$ cat src/rtl/cmd_decode_pkg.sv
package cmd_decode_pkg;

  // Header byte: upper nibble is the group, lower nibble the data count.
  localparam logic [3:0] HDR_GROUP       = 4'h2;
  localparam int         HDR_LEN_LSB     = 0;
  localparam int         HDR_GROUP_LSB   = 4;
  localparam logic [3:0] LEN_QUERY       = 4'h1;
  localparam logic [3:0] LEN_PROG_READ   = 4'h2;
  localparam logic [3:0] LEN_PROG_WRITE  = 4'h3;

  // Identifier bytes of the write commands.
  localparam logic [7:0] ID_WR_REGISTER  = 8'h12;
  localparam logic [7:0] ID_WR_CV_LEGACY = 8'h16;
  localparam logic [7:0] ID_WR_PAGE      = 8'h17;
  localparam logic [7:0] ID_WR_BANK0     = 8'h1C;
  localparam logic [7:0] ID_WR_BANK1     = 8'h1D;
  localparam logic [7:0] ID_WR_BANK2     = 8'h1E;
  localparam logic [7:0] ID_WR_BANK3     = 8'h1F;

  // Identifier bytes of the programming reads, which only open programming mode here.
  localparam logic [7:0] ID_RD_REGISTER  = 8'h11;
  localparam logic [7:0] ID_RD_PAGE      = 8'h14;
  localparam logic [7:0] ID_RD_CV_LEGACY = 8'h15;
  localparam logic [7:0] ID_RD_BANK0     = 8'h18;
  localparam logic [7:0] ID_RD_BANK3     = 8'h1B;

  // Identifier bytes of the one-byte queries.
  localparam logic [7:0] ID_Q_PROG_RESULT = 8'h10;
  localparam logic [7:0] ID_Q_VERSION     = 8'h21;
  localparam logic [7:0] ID_Q_EXT_VERSION = 8'h23;
  localparam logic [7:0] ID_Q_STATUS      = 8'h24;

  // Numbering of configuration variables.
  localparam logic [10:0] CV_TOP_ALIAS    = 11'h400;
  localparam logic [10:0] CV_LEGACY_ZERO  = 11'h100;
  localparam logic [10:0] CV_BANK1_BASE   = 11'h100;
  localparam logic [10:0] CV_BANK2_BASE   = 11'h200;
  localparam logic [10:0] CV_BANK3_BASE   = 11'h300;
  localparam logic [3:0]  REG_FIRST       = 4'h1;
  localparam logic [3:0]  REG_LAST        = 4'h8;
  localparam logic [3:0]  PAGE_REG_COUNT  = 4'h4;
  localparam logic [3:0]  PAGE_REG_SELECT = 4'h6;

  // Buffer shape and reset values.
  localparam int          FIFO_WIDTH      = 8;
  localparam int          FIFO_DEPTH      = 8;
  localparam logic [7:0]  BYTE_RESET      = 8'h00;

  // Kinds of write passed to the track side.
  typedef enum logic [1:0] {
    WR_REGISTER,
    WR_CV,
    WR_PAGE
  } write_kind_t;

  // Queries answered by the station.
  typedef enum logic [1:0] {
    Q_VERSION,
    Q_EXT_VERSION,
    Q_STATUS,
    Q_PROG_RESULT
  } query_kind_t;

endpackage : cmd_decode_pkg

$ cat src/rtl/byte_fifo.sv
`timescale 1ns/10ps
`default_nettype none

module byte_fifo #(
  parameter int WIDTH = 8,
  parameter int DEPTH = 8
) (
  // Clock and reset.
  input  wire logic             clk,
  input  wire logic             rst_n,
  // Filling side.
  input  wire logic [WIDTH-1:0] in_data,
  input  wire logic             in_valid,
  output logic                  in_ready,
  // Draining side.
  output logic      [WIDTH-1:0] out_data,
  output logic                  out_valid,
  input  wire logic             out_ready
);

  localparam int AW = $clog2(DEPTH);

  logic [WIDTH-1:0] mem [DEPTH];
  logic [AW-1:0]    wr_ptr;
  logic [AW-1:0]    rd_ptr;
  logic [AW:0]      count;
  logic             push;
  logic             pop;

  // Full and empty come straight from the occupancy count.
  assign in_ready  = (count != (AW+1)'(DEPTH));
  assign out_valid = (count != '0);
  assign out_data  = mem[rd_ptr];
  assign push      = in_valid && in_ready;
  assign pop       = out_valid && out_ready;

  // Storage is written without reset; only the pointers and the count need a defined value.
  always_ff @(posedge clk) begin
    if (push) begin
      mem[wr_ptr] <= in_data;
    end
  end

  // Pointers wrap naturally because the depth is a power of two.
  always_ff @(posedge clk) begin
    if (!rst_n) begin
      wr_ptr <= '0;
      rd_ptr <= '0;
      count  <= '0;
    end else begin
      if (push) begin
        wr_ptr <= wr_ptr + 1'b1;
      end
      if (pop) begin
        rd_ptr <= rd_ptr + 1'b1;
      end
      if (push && !pop) begin
        count <= count + 1'b1;
      end else if (pop && !push) begin
        count <= count - 1'b1;
      end
    end
  end

endmodule : byte_fifo

`default_nettype wire

$ cat src/rtl/prog_write_and_query_decoder.sv
// What this block does, and what the document asks of its partner
// Register write 0x12 enters programming, registers 1-8.
// Legacy write 0x16, zero addresses variable 1024 with NEW_NUMBERING, else 256.
// Write 0x1C targets address, zero means 1024.
// Write 0x1D targets 256 plus address.
// Write 0x1E targets 512 plus address.
// Write 0x1F targets 768 plus address.
// Page write 0x17 becomes page and register.
// Partner reads before register writes, recommended.
// Partner checks page support, verifies by reading.
// Message 21 21 00 requests software version.
// Message 21 23 02 requests extended version.
// Message 21 24 05 requests station status.
// Programming read broadcasts notice, then locks device.
// Message 21 10 31 returns last read result.
// Check byte is XOR; mismatches are discarded.
// Header low nibble counts data bytes.
// Unknown identifiers ignored, programming state unchanged.
`timescale 1ns/10ps
`default_nettype none

module prog_write_and_query_decoder (
  // Clock and reset.
  input  wire logic        CLK,
  input  wire logic        RST_N,
  // Incoming byte stream with the sender's bus address.
  input  wire logic [7:0]  RX_BYTE,
  input  wire logic [4:0]  RX_SOURCE,
  input  wire logic        RX_VALID,
  output logic             RX_READY,
  // Programming write request to the track side.
  output logic             WR_VALID,
  input  wire logic        WR_READY,
  output cmd_decode_pkg::write_kind_t WR_KIND,
  output logic [10:0]      WR_CV,
  output logic [3:0]       WR_REG,
  output logic [7:0]       WR_PAGE,
  output logic [7:0]       WR_DATA,
  // Query request to the answer side.
  output logic             Q_VALID,
  output cmd_decode_pkg::query_kind_t Q_KIND,
  output logic [4:0]       Q_DEST,
  // Programming mode state.
  output logic             PROG_MODE,
  output logic [4:0]       PROG_OWNER,
  output logic             PROG_NOTICE,
  // Station revision selects the meaning of legacy address zero.
  input  wire logic        NEW_NUMBERING,
  // Diagnostic pulse for a discarded message.
  output logic             BAD_MSG
);

  typedef enum logic [1:0] {S_HEADER, S_BODY, S_CHECK} parse_t;

  parse_t      state;
  logic [7:0]  fifo_byte;
  logic [4:0]  fifo_src;
  logic        fifo_valid;
  logic        fifo_take;
  logic [3:0]  remain;
  logic [3:0]  idx;
  logic [3:0]  len;
  logic [7:0]  running_xor;
  logic [7:0]  body [4];
  logic [4:0]  src;
  logic        blocked;

  // Computes the page register of a page-mode write from a one-based variable.
  function automatic logic [3:0] page_register(input logic [8:0] cv);
    logic [8:0] zb;
    zb = cv - 9'h001;
    return 4'(zb[1:0]) + cmd_decode_pkg::REG_FIRST;
  endfunction : page_register

  // Each byte carries its sender, so a header queued behind a held write keeps its owner.
  byte_fifo #(
    .WIDTH (cmd_decode_pkg::FIFO_WIDTH + 5),
    .DEPTH (cmd_decode_pkg::FIFO_DEPTH)
  ) u_rx_fifo (
    .clk       (CLK),
    .rst_n     (RST_N),
    .in_data   ({RX_SOURCE, RX_BYTE}),
    .in_valid  (RX_VALID),
    .in_ready  (RX_READY),
    .out_data  ({fifo_src, fifo_byte}),
    .out_valid (fifo_valid),
    .out_ready (fifo_take)
  );

  // A pending write stalls parsing, which fills the buffer and pushes back.
  assign blocked   = WR_VALID && !WR_READY;
  assign fifo_take = fifo_valid && !blocked;

  // length framing
  always_ff @(posedge CLK) begin
    if (!RST_N) begin
      state <= S_HEADER;
      remain <= '0;
      idx <= '0;
      len <= '0;
      src <= '0;
    end else if (fifo_take) begin
      case (state)
        S_HEADER: begin
          len    <= fifo_byte[cmd_decode_pkg::HDR_LEN_LSB +: 4];
          remain <= fifo_byte[cmd_decode_pkg::HDR_LEN_LSB +: 4];
          idx    <= '0;
          src    <= fifo_src;
          state  <= (fifo_byte[3:0] == 4'h0) ? S_CHECK : S_BODY;
        end
        S_BODY: begin
          idx    <= idx + 4'h1;
          remain <= remain - 4'h1;
          if (remain == 4'h1) begin
            state <= S_CHECK;
          end
        end
        default: begin
          state <= S_HEADER;
        end
      endcase
    end
  end

  // Keeps the header and first three data bytes; longer messages are only framed.
  always_ff @(posedge CLK) begin
    if (!RST_N) begin
      running_xor <= cmd_decode_pkg::BYTE_RESET;
      for (int i = 0; i < 4; i++) begin
        body[i] <= cmd_decode_pkg::BYTE_RESET;
      end
    end else if (fifo_take) begin
      if (state == S_HEADER) begin
        running_xor <= fifo_byte;
        body[0]     <= fifo_byte;
      end else if (state == S_BODY) begin
        running_xor <= running_xor ^ fifo_byte;
        if (idx < 4'h3) begin
          body[2'(idx + 4'h1)] <= fifo_byte;
        end
      end
    end
  end

  logic       msg_end;
  logic       msg_good;
  logic [3:0] grp;
  logic [7:0] ident;
  logic [7:0] addr;
  logic       from_owner;
  assign msg_end    = fifo_take && (state == S_CHECK);
  // check byte
  assign msg_good   = msg_end && (fifo_byte == running_xor);
  assign grp        = body[0][cmd_decode_pkg::HDR_GROUP_LSB +: 4];
  assign ident      = body[1];
  assign addr       = body[2];
  // owner lockout
  assign from_owner = !PROG_MODE || (src == PROG_OWNER);

  logic is_write;
  logic is_read;
  assign is_write = msg_good && from_owner && grp == cmd_decode_pkg::HDR_GROUP
                    && len == cmd_decode_pkg::LEN_PROG_WRITE;
  assign is_read  = msg_good && from_owner && grp == cmd_decode_pkg::HDR_GROUP
                    && len == cmd_decode_pkg::LEN_PROG_READ
                    && ident >= cmd_decode_pkg::ID_RD_REGISTER
                    && ident <= cmd_decode_pkg::ID_RD_BANK3
                    && ident != 8'h12 && ident != 8'h13 && ident != 8'h16 && ident != 8'h17;

  // Write decode; an unmatched identifier leaves every output alone.
  logic        wr_hit;
  cmd_decode_pkg::write_kind_t next_kind;
  logic [10:0] next_cv;
  always_comb begin
    wr_hit    = 1'b0;
    next_kind = cmd_decode_pkg::WR_CV;
    next_cv   = {3'h0, addr};
    if (!is_write) begin
      wr_hit = 1'b0;
    // R01 register write
    end else if (ident == cmd_decode_pkg::ID_WR_REGISTER) begin
      wr_hit    = addr[3:0] >= cmd_decode_pkg::REG_FIRST && addr[3:0] <= cmd_decode_pkg::REG_LAST
                  && addr[7:4] == 4'h0;
      next_kind = cmd_decode_pkg::WR_REGISTER;
    // legacy numbering
    end else if (ident == cmd_decode_pkg::ID_WR_CV_LEGACY) begin
      wr_hit = 1'b1;
      if (addr == 8'h00) begin
        next_cv = NEW_NUMBERING ? cmd_decode_pkg::CV_TOP_ALIAS : cmd_decode_pkg::CV_LEGACY_ZERO;
      end
    // bank zero
    end else if (ident == cmd_decode_pkg::ID_WR_BANK0) begin
      wr_hit = 1'b1;
      if (addr == 8'h00) begin
        next_cv = cmd_decode_pkg::CV_TOP_ALIAS;
      end
    // bank one
    end else if (ident == cmd_decode_pkg::ID_WR_BANK1) begin
      wr_hit  = 1'b1;
      next_cv = cmd_decode_pkg::CV_BANK1_BASE + {3'h0, addr};
    // bank two
    end else if (ident == cmd_decode_pkg::ID_WR_BANK2) begin
      wr_hit  = 1'b1;
      next_cv = cmd_decode_pkg::CV_BANK2_BASE + {3'h0, addr};
    // bank three
    end else if (ident == cmd_decode_pkg::ID_WR_BANK3) begin
      wr_hit  = 1'b1;
      next_cv = cmd_decode_pkg::CV_BANK3_BASE + {3'h0, addr};
    // page mode
    end else if (ident == cmd_decode_pkg::ID_WR_PAGE) begin
      wr_hit    = 1'b1;
      next_kind = cmd_decode_pkg::WR_PAGE;
      if (addr == 8'h00) begin
        next_cv = cmd_decode_pkg::CV_LEGACY_ZERO;
      end
    end
  end

  // ignore unknown
  always_ff @(posedge CLK) begin
    if (!RST_N) begin
      WR_VALID <= 1'b0;
      WR_KIND  <= cmd_decode_pkg::WR_REGISTER;
      WR_CV    <= '0;
      WR_REG   <= '0;
      WR_PAGE  <= '0;
      WR_DATA  <= '0;
    end else if (wr_hit) begin
      WR_VALID <= 1'b1;
      WR_KIND  <= next_kind;
      WR_CV    <= next_cv;
      WR_DATA  <= body[3];
      if (next_kind == cmd_decode_pkg::WR_PAGE) begin
        WR_REG  <= page_register(next_cv[8:0]);
        WR_PAGE <= 8'((next_cv[8:0] - 9'h001) >> 2) + 8'h01;
      end else begin
        WR_REG  <= addr[3:0];
        WR_PAGE <= '0;
      end
    end else if (WR_READY) begin
      WR_VALID <= 1'b0;
    end
  end

  // programming mode
  always_ff @(posedge CLK) begin
    if (!RST_N) begin
      PROG_MODE   <= 1'b0;
      PROG_OWNER  <= '0;
      PROG_NOTICE <= 1'b0;
    end else begin
      PROG_NOTICE <= is_read && !PROG_MODE;
      if (is_read || wr_hit) begin
        PROG_MODE  <= 1'b1;
        PROG_OWNER <= src;
      end
    end
  end

  // Query decode; the query is a pulse and is never held back.
  always_ff @(posedge CLK) begin
    if (!RST_N) begin
      Q_VALID <= 1'b0;
      Q_KIND  <= cmd_decode_pkg::Q_VERSION;
      Q_DEST  <= '0;
      BAD_MSG <= 1'b0;
    end else begin
      BAD_MSG <= msg_end && !msg_good;
      Q_VALID <= 1'b0;
      if (msg_good && from_owner && body[0] == {cmd_decode_pkg::HDR_GROUP, cmd_decode_pkg::LEN_QUERY}) begin
        Q_DEST <= src;
        // version query
        if (ident == cmd_decode_pkg::ID_Q_VERSION) begin
          Q_VALID <= 1'b1;
          Q_KIND  <= cmd_decode_pkg::Q_VERSION;
        // extended version
        end else if (ident == cmd_decode_pkg::ID_Q_EXT_VERSION) begin
          Q_VALID <= 1'b1;
          Q_KIND  <= cmd_decode_pkg::Q_EXT_VERSION;
        // status query
        end else if (ident == cmd_decode_pkg::ID_Q_STATUS) begin
          Q_VALID <= 1'b1;
          Q_KIND  <= cmd_decode_pkg::Q_STATUS;
        // read result
        end else if (ident == cmd_decode_pkg::ID_Q_PROG_RESULT) begin
          Q_VALID <= 1'b1;
          Q_KIND  <= cmd_decode_pkg::Q_PROG_RESULT;
        end
      end
    end
  end

endmodule : prog_write_and_query_decoder

`default_nettype wire

$ cat config.mk
export PLATFORM = sky130hd
export DESIGN_NAME = prog_write_and_query_decoder
export DESIGN_NICKNAME = d
export VERILOG_FILES = /design/src/rtl/cmd_decode_pkg.sv /design/src/rtl/byte_fifo.sv /design/src/rtl/prog_write_and_query_decoder.sv
export SDC_FILE = /design/constraint.sdc
export NUM_CORES = 1
export LEC_CHECK = 0
export BUFFER_PORTS_ARGS = -buffer_cell sky130_fd_sc_hd__buf_2
export CAP_MARGIN = 5
export CORE_MARGIN = 3
export CORE_UTILIZATION = 46
export CTS_CLUSTER_DIAMETER = 60
export DETAILED_ROUTE_END_ITERATION = 6
export MAX_ROUTING_LAYER = met4
export PLACE_DENSITY = 0.71
export SYNTH_ARGS = -nofsm -noshare
export SYNTH_HDL_FRONTEND = slang
export SYNTH_HIERARCHICAL = 1
export SYNTH_SLANG_ARGS = --single-unit
$ cat constraint.sdc
create_clock -name CLK -period 5.63 [get_ports CLK]
set_input_delay 1.126 -clock CLK [delete_from_list [all_inputs] [get_ports CLK]]
set_output_delay 1.126 -clock CLK [all_outputs]
set_load 0.05 [all_outputs]
### Word-level counts from Yosys, hierarchy flattened

Memories as Yosys holds them, arrays and structs flattened. A register that Yosys moved wholly into a read port is not among the register bits.
Index checks and enable logic that the tools add are counted.

* register bits: 79
* RAM bits: 136
* input port bits: 18
* logic and storage cells: 184
* memories: 2

Memory list
* u_rx_fifo.mem: depth 8, width 13, rd ports 1, clocked after Yosys merged registers in 1, write ports 1, RTL line byte_fifo.sv:23 `logic [WIDTH-1:0] mem [DEPTH];`
* body: depth 4, width 8, rd ports 4, clocked after Yosys merged registers in 1, write ports 4, RTL line prog_write_and_query_decoder.sv:64 `logic [7:0] body [4];`

* add/sub/neg operators: 12
* magnitude comparators: 5
* equal/unequal tests: 27
* muxes and demuxes: 68
* bitwise operators: 2
* reductions and logical operators: 47

Operators by type and width (count)
* two-way mux 11 bit: 10
* == test 8 x 5 -> 1 bit, second input constant: 8
* two-way mux 8 bit: 5
* == test 8 x 6 -> 1 bit, second input constant: 4
* inequality test 8 x 5 -> 1 bit, second input constant: 4
* two-way mux 2 bit: 15
* two-way mux 1 bit: 28
* logical AND 1 bit: 23
* adder 10 x 8 -> 11 bit, first input constant: 2
* two-way mux 9 bit: 2
* case mux 4 bit (2 select lines): 2
* == test 4 x 2 -> 1 bit, second input constant: 3
* two-way mux 4 bit: 3
* adder 9 x 8 -> 10 bit, first input constant: 1
* AND reduction 2 bit: 5
* subtractor 9 x 1 -> 9 bit, second input constant: 1
* adder 4 x 1 -> 4 bit, second input constant: 2
* adder 7 x 1 -> 8 bit, second input constant: 1
* == test 8 bit: 1
* >= comparator 8 x 5 -> 1 bit, second input constant: 1
* <= comparator 8 x 5 -> 1 bit, second input constant: 1
* zero test 4 bit: 2
* zero test 8 bit: 1
* nonzero test 4 bit: 2
* 21 further kinds: 34

### Depth between registers and ports, before layout

Gate-level depths: netlist of the first run.

* depth in word-level cells: 16
* depth in mapped cells: 12

### Modules after synthesis

Netlist of the first run, hierarchy kept.

By module, submodules not included
* prog_write_and_query_decoder: times used 1, cells each 545, area an instance 5093.6 µm², seq. area each 2502.4 µm²
* byte_fifo: times used 1, cells each 223, area an instance 4673.2 µm², seq. area each 3383.2 µm²

### Least setup slack after synthesis of the first run

No wires, ideal clock.

* path type: input to register
* start point: input port RST_N
* end point: memory body[2][0], enable pin
* setup time: 384 ps
* arrival: 2712 ps
* data required time: 5246 ps
* path slack: 2533 ps
* cell stages on the path: 5
* buffers on the path: 1
* path through: buf_2 -> nor4b_1 -> nand4_1 -> or2_2 -> o21ai_0

RTL lines
* from (decl): RTL line prog_write_and_query_decoder.sv:25 `input wire logic RST_N,`
* to (decl): RTL line prog_write_and_query_decoder.sv:64

==> results.yml, run 1 <==
outcome:
  status: "finished clean"
clocking:
  post_cts_buffers: 0
  cts_root_buf: "clkbuf_16"
  cts_max_level: 1
  numCtsBuffers: 24
  clk_latency_ns: 0.51
  post_cts_resized: 0
  clock_sinks: 226
  postCtsHoldBufs: 0
  tritoncts: "built"
  path_clk_slew_ns: 0.06
  clockBufferDepth: 3
routing:
  num_vias: 6187
  drc: 0
  final_antenna_net_count: 0
  drt_iter0_markers: 358
  wl_per_cell_um: 17.8
  detail_route.first_pass.iterations: 4
  vias_per_cell: 5.50
  wl_mm: 20.1
synthesis:
  syn_area_mm2: 0.00977
  synth-seq-cells: 226
  synth_edf_count: 136
  syn_inst: 768
  ys_types: 65
  ys_seq_area_share_pct: 60.3
  ys.warnings.count: 6
  synth.net_count: 796
  avgSynthCellArea_um2: 12.7
  synth_async_sr_flop_share_pct: 0
  synthFlopType: "edfxtp_1"
setup_path:
  slowest_delay_ns: 0.92
  cp_top_family: "multiplexers"
  worstPathBufferInverterCount: 1
  cp.required_ns: 6.06
  crit_chain: "mux4_1, mux2_2, xnor2_1, nand4_1, or3_1, nor3_2, buf_4, mux2i_1"
  cp_slowest_cell: "dfxtp_1"
  critPathKind: "flip-flop to flip-flop"
  worstPathArrival_ns: 4.18
  worstSetupEndpointType: "flip-flop"
  timing.critical_path.from_type: "flip-flop"
  cp_max_fo: 19
die:
  start_util_pct: 47.5
  ios: 69
  die-area_mm2: 0.0230
  coreArea_mm2: 0.0206
  rows: 52
  die_h_um: 152
  dieWidth_um: 152
power:
  powerDensity_mw_per_mm2: 437
  finalPower_mw: 4.88
  peakVddDrop_uv: 307
  leakage_nw: 4.05
sta:
  max_freq_ghz: 0.267
  rsz0062_at_grt: "false"
  min_period_ns: 3.75
  tns_ns: 0
  hold_viol_final: 0
  slew_violations: 0
  fin_ws_ns: 1.88
  fin_crit_sh_pct: 66.6
  holdWs_ns: 0.447
  max_slew.worst_pin.slew_ns: 1.16
  skew_ns: 0.0110
  relSlewSlack_pct: 22.3
  setup_viol: 0
placed_design:
  dpl_cell_area_mm2: 0.0104
  gp_congestion: 0.824
  place_inst: 1080
  hpwl_mm: 13.2
  portBuffers: 68
  dp_slack_ns: 1.85
cells_and_area:
  final_util_pct: 54.4
  final_area_mm2: 0.0112
  final_nets: 864
  final_cell_mix: "edfxtp_1 (136), dfxtp_1 (90), nand2_1 (88)"
  drive_gt1_share_pct: 18.6
  num_antenna_cells: 0
  area_growth_pct: 14.4
  final_common_cell: "edfxtp_1"
  fin_cells: 1124
global_route:
  grt_max_degree: 76
  grt-ovfl-total: 0
  antenna_found_initial: 0
  grt_usage_pct: 17.9
  grt_first_pass_wirelength_mm: 31.7
  grt_pass1_vias: 5858
min_path:
  hp-class: "flip-flop to flip-flop"
run:
  drv_cap: 0
==> per-layer routing <==
metal	GRT usage (%)	wire [um]	vias to the layer above	share of wire [%]
li1	-	-	2997	-
met4	3.68	399	0	2.0
met1	24.0	8880	2985	44
met2	29.1	9560	174	48
met3	3.27	1210	31	6.0
met5	-	0	-	0
==> logic make-up after synthesis <==
kind of cell | after synthesis | synth area share [%]
buf+inv | 54 | 2.75
flops | 226 | 60.3
xor+xnor | 28 | 2.51
mux | 64 | 10.8
simple gates | 273 | 15.0
fa+ha+maj | 10 | 1.36
compound gates | 113 | 7.29
==> area by class of cell <==
class                      count  area (um2)
sequential                   226        5890
timing repair buffer          84         460
fill                        1729        9380
multi-input combinational    488        3650
inverter                      12        45.0
clock inverter                10         131
clock buffer                  34         669
tap                          270         338
==> cells in the mapped netlist, types with 3 or more instances <==
cell type / number / share of area, %
a211oi_1: 4 / 0.31
and2_1: 19 / 1.2
o21ai_0: 32 / 1.6
nor2b_1: 25 / 1.6
mux4_1: 20 / 5.4
ha_1: 9 / 1.2
mux2i_1: 24 / 2.5
nand3b_1: 4 / 0.31
or4_1: 4 / 0.31
o2bb2ai_1: 10 / 0.90
or2_2: 4 / 0.26
nand3_1: 17 / 0.87
buf_6: 3 / 0.35
edfxtp_1: 136 / 42
clkbuf_1: 26 / 1.0
buf_2: 9 / 0.46
nor3_1: 12 / 0.61
nand4b_1: 3 / 0.27
nand4_1: 8 / 0.51
a31oi_1: 6 / 0.38
mux2_2: 14 / 1.6
inv_1: 11 / 0.42
dfxtp_1: 90 / 18
nand2_1: 88 / 3.4
nor4b_1: 3 / 0.27
xnor2_1: 19 / 1.7
and3_1: 26 / 1.7
o31ai_1: 4 / 0.31
mux4_2: 6 / 1.4
nor4_1: 9 / 0.58
a21oi_1: 39 / 2.0
nor2_1: 29 / 1.1
nand2b_1: 7 / 0.45
xor2_1: 9 / 0.81
==> worst min-delay path, stage by stage, from the launching register on <==
cell and delay (ns):
dfxtp_1 0.31, nand2_1 0.05, o21ai_1 0.05
==> worst paths after layout <==
check | from | slack, ns | depth (start not counted) | endpoint
min reg2reg | WR_CV[9]$_SDFFE_PN0P_ | 0.45 | 2 | WR_CV[9]$_SDFFE_PN0P_
max reg2reg | flip-flop | 1.88 | 8 | WR_CV[2]$_SDFFE_PN0P_
min | WR_CV[9]$_SDFFE_PN0P_ | 0.45 | 2 | WR_CV[9]$_SDFFE_PN0P_
max | flip-flop | 1.88 | 8 | WR_CV[2]$_SDFFE_PN0P_
==> flip-flops by register name (all words and copies together) (netlist names), 3 cells and up, named ones only <==
signal,count
body,32
u_rx_fifo/mem,104
idx,4
WR_DATA,8
u_rx_fifo/wr_ptr,3
WR_PAGE,8
u_rx_fifo/count,4
WR_REG,4
remain,4
WR_CV,11
u_rx_fifo/rd_ptr,3
src,5
Q_DEST,5
running_xor,8
len,4
PROG_OWNER,5
==> power breakdown <==
part / internal [mW] / total [mW] / switching, mW
Combinational: 0.495 / 1.13 / 0.638
Clock: 0.967 / 1.58 / 0.613
Sequential: 1.96 / 2.17 / 0.207
Power figures use the tool's default switching activity.
==> run 2: changes to the inputs <==
--- a/config.mk
+++ b/config.mk
@@ -12,7 +12,7 @@
 export CTS_CLUSTER_DIAMETER = 60
 export DETAILED_ROUTE_END_ITERATION = 6
 export MAX_ROUTING_LAYER = met4
-export PLACE_DENSITY = 0.71
+export PLACE_DENSITY = 0.73
 export SYNTH_ARGS = -nofsm -noshare
 export SYNTH_HDL_FRONTEND = slang
 export SYNTH_HIERARCHICAL = 1
==> constraint.sdc (replaced) <==
create_clock -name CLK -period 3.3 [get_ports CLK]
set_input_delay 0.66 -clock CLK [delete_from_list [all_inputs] [get_ports CLK]]
set_output_delay 0.66 -clock CLK [all_outputs]
set_load 0.05 [all_outputs]
==> run 2 against run 1 <==
  * First-iteration DRC count is 39% higher
  * Critical path depth rose by 1
  * Non-clock buffer count rose by 18
  * Critical endpoint is now WR_CV[6]$_SDFFE_PN0P_
==> results.yml, run 2 (synthesized netlist as in run 1, its figures left out) <==
outcome:
  status: "finished clean"
die:
  start_util_pct: 47.5
  rows: 52
  coreArea_mm2: 0.0206
  ios: 69
  dieWidth_um: 152
  die-area_mm2: 0.0230
  die_h_um: 152
global_route:
  grt-ovfl-total: 0
  antenna_found_initial: 1
  grt_usage_pct: 18.6
  grt_pass1_vias: 6012
  grt_first_pass_wirelength_mm: 32.4
  grt_max_degree: 48
cells_and_area:
  drive_gt1_share_pct: 21.1
  reg.largest.list: "u_rx_fifo/mem (104), body (32), WR_CV (11)"
  largest_reg_flops: 104
  area_growth_pct: 16.6
  final_nets: 883
  final_common_cell: "edfxtp_1"
  final_cell_mix: "edfxtp_1 (136), dfxtp_1 (89), nand2_1 (88)"
  regMostFlops: "u_rx_fifo/mem"
  nFillCells: 1693
  final_util_pct: 55.4
clocking:
  path_clk_slew_ns: 0.06
  clk_latency_ns: 0.52
  postCtsHoldBufs: 0
  tritoncts: "built"
  clock_sinks: 226
  numCtsBuffers: 25
  cts_max_level: 1
  clockBufferDepth: 3
  cts_root_buf: "clkbuf_16"
placed_design:
  portBuffers: 68
  hpwl_mm: 13.4
  gp_congestion: 0.821
  dp_slack_ns: 0.0595
routing:
  detail_route.first_pass.iterations: 5
  drt_iter0_markers: 499
  vias_per_cell: 5.52
  wl_per_cell_um: 18.3
  num_vias: 6316
  wl_mm: 20.9
  drc: 0
  final_antenna_net_count: 0
power:
  seq_power_share_pct: 42.6
  clkPwrFrac_pct: 31.0
  net-switching-power_mw: 2.61
  peakVddDrop_uv: 517
  powerDensity_mw_per_mm2: 745
  leakage_nw: 4.17
  swShare_pct: 30.7
  power_frac_comb_pct: 26.5
  p_int_mw: 5.87
sta:
  relSlewSlack_pct: 34.5
  fin_crit_sh_pct: 95.1
  setup_viol: 0
  max_slew.worst_pin.slew_ns: 0.978
  holdWs_ns: 0.406
  max_freq_ghz: 0.319
  min_period_ns: 3.14
  hold_viol_final: 0
  skew_ns: 0.0171
  fin_ws_ns: 0.160
  slew_violations: 0
run:
  drv_cap: 0
setup_path:
  cp.required_ns: 3.73
  cp_top_family: "multiplexers"
  cp_slowest_cell: "mux4_1"
  worstPathBufferInverterCount: 2
  crit_chain: "buf_6, mux4_1, mux2_2, xnor2_1, nand4_1, or3_4, nor3_2, buf_12, mux2i_1"
  critPathKind: "flip-flop to flip-flop"
  timing.critical_path.from_type: "flip-flop"
  cp_max_fo: 19
  worstPathArrival_ns: 3.57
  slowest_delay_ns: 0.55
  worstSetupEndpointType: "flip-flop"
min_path:
  hp-class: "primary input to flip-flop"
## run 2: cell count changes in the layout (fill, tap and decap cells not counted), sizes merged
cell,change
buf,+17
bufinv,-2
clkinv,+5
clkinvlp,-1
diode,+1
inv,+1
## run 2: timing repair
action | CTS | global route
endpoints found under the setup margin | 0 | 39
endpoints found under the hold margin | 0 | 0
resized for setup | 0 | 7
setup buffers | 0 | 2
## run 2: worst paths after layout
kind,from,end,slack (ns),cells after the start
worst min-delay path,RX_BYTE[5],u_rx_fifo/mem[1][5]$_DFFE_PP_,0.41,1
worst max register to register,flip-flop,WR_CV[6]$_SDFFE_PN0P_,0.16,9
worst min register to register,WR_REG[0]$_SDFFE_PN0P_,WR_REG[0]$_SDFFE_PN0P_,0.45,2
worst max-delay path,flip-flop,WR_CV[6]$_SDFFE_PN0P_,0.16,9
## run 2: worst register-to-register path: cells and delay by family, from the launching register on
family	cells	cell delay, ns
xor gates and xnor gates	1	0.16
DFF	1	0.39
buffers and inverters	2	0.36
muxes	3	1.12
and+or+nand+nor	3	1.02
## run 2: area by class of cell
type / count / area (um2) / share of cell area, %
flip-flops and latches: 226 / 5890 / 51.7
multi-input cells: 488 / 3670 / 32.2
clock buffers: 33 / 696 / 6.11
clock inverters: 13 / 93.8 / 0.824
repair buffers: 102 / 654 / 5.75
well taps: 270 / 338 / 2.97
inverters: 12 / 45.0 / 0.396
diodes: 1 / 2.50 / 0.0220
## run 2: per-stage QoR
| step | total power [mW] | TNS (ns) | instance area (um2) | std cells |
|---|---|---|---|---|
| 5_1_grt | 8.93 | -0.00168 | 11400 | 1145 |
| 3_5_place_dp | 5.83 | 0 | 10500 | 1095 |
| 6_report | 8.48 | 0 | 11400 | 1145 |
| 2_1_floorplan | 5.22 | 0 | 9770 | 768 |
| 4_1_cts | 8.46 | 0 | 11300 | 1141 |
| 3_3_place_gp | 5.77 | 0 | 10500 | 1095 |
## run 2: power groups by stage
| stage | clock (mW) | combinational (mW) | sequential [mW] |
|---|---|---|---|
| after floorplan | 0 | 1.65 | 3.57 |
| after global placement | 0 | 2.13 | 3.64 |
| after detailed placement | 0 | 2.17 | 3.65 |
| after CTS | 2.67 | 2.19 | 3.60 |
| after global routing | 2.80 | 2.49 | 3.64 |
| final | 2.63 | 2.25 | 3.61 |
## run 2: per-layer routing
layer | global-route usage (%) | part of all wire [%] | up-vias | routed length, um
met3 | 2.83 | 5.0 | 42 | 1040
met2 | 30.7 | 48 | 159 | 10100
met1 | 24.3 | 44 | 3078 | 9260
met5 | - | 0 | - | 0
met4 | 4.99 | 2.7 | 0 | 569
li1 | - | - | 3037 | -
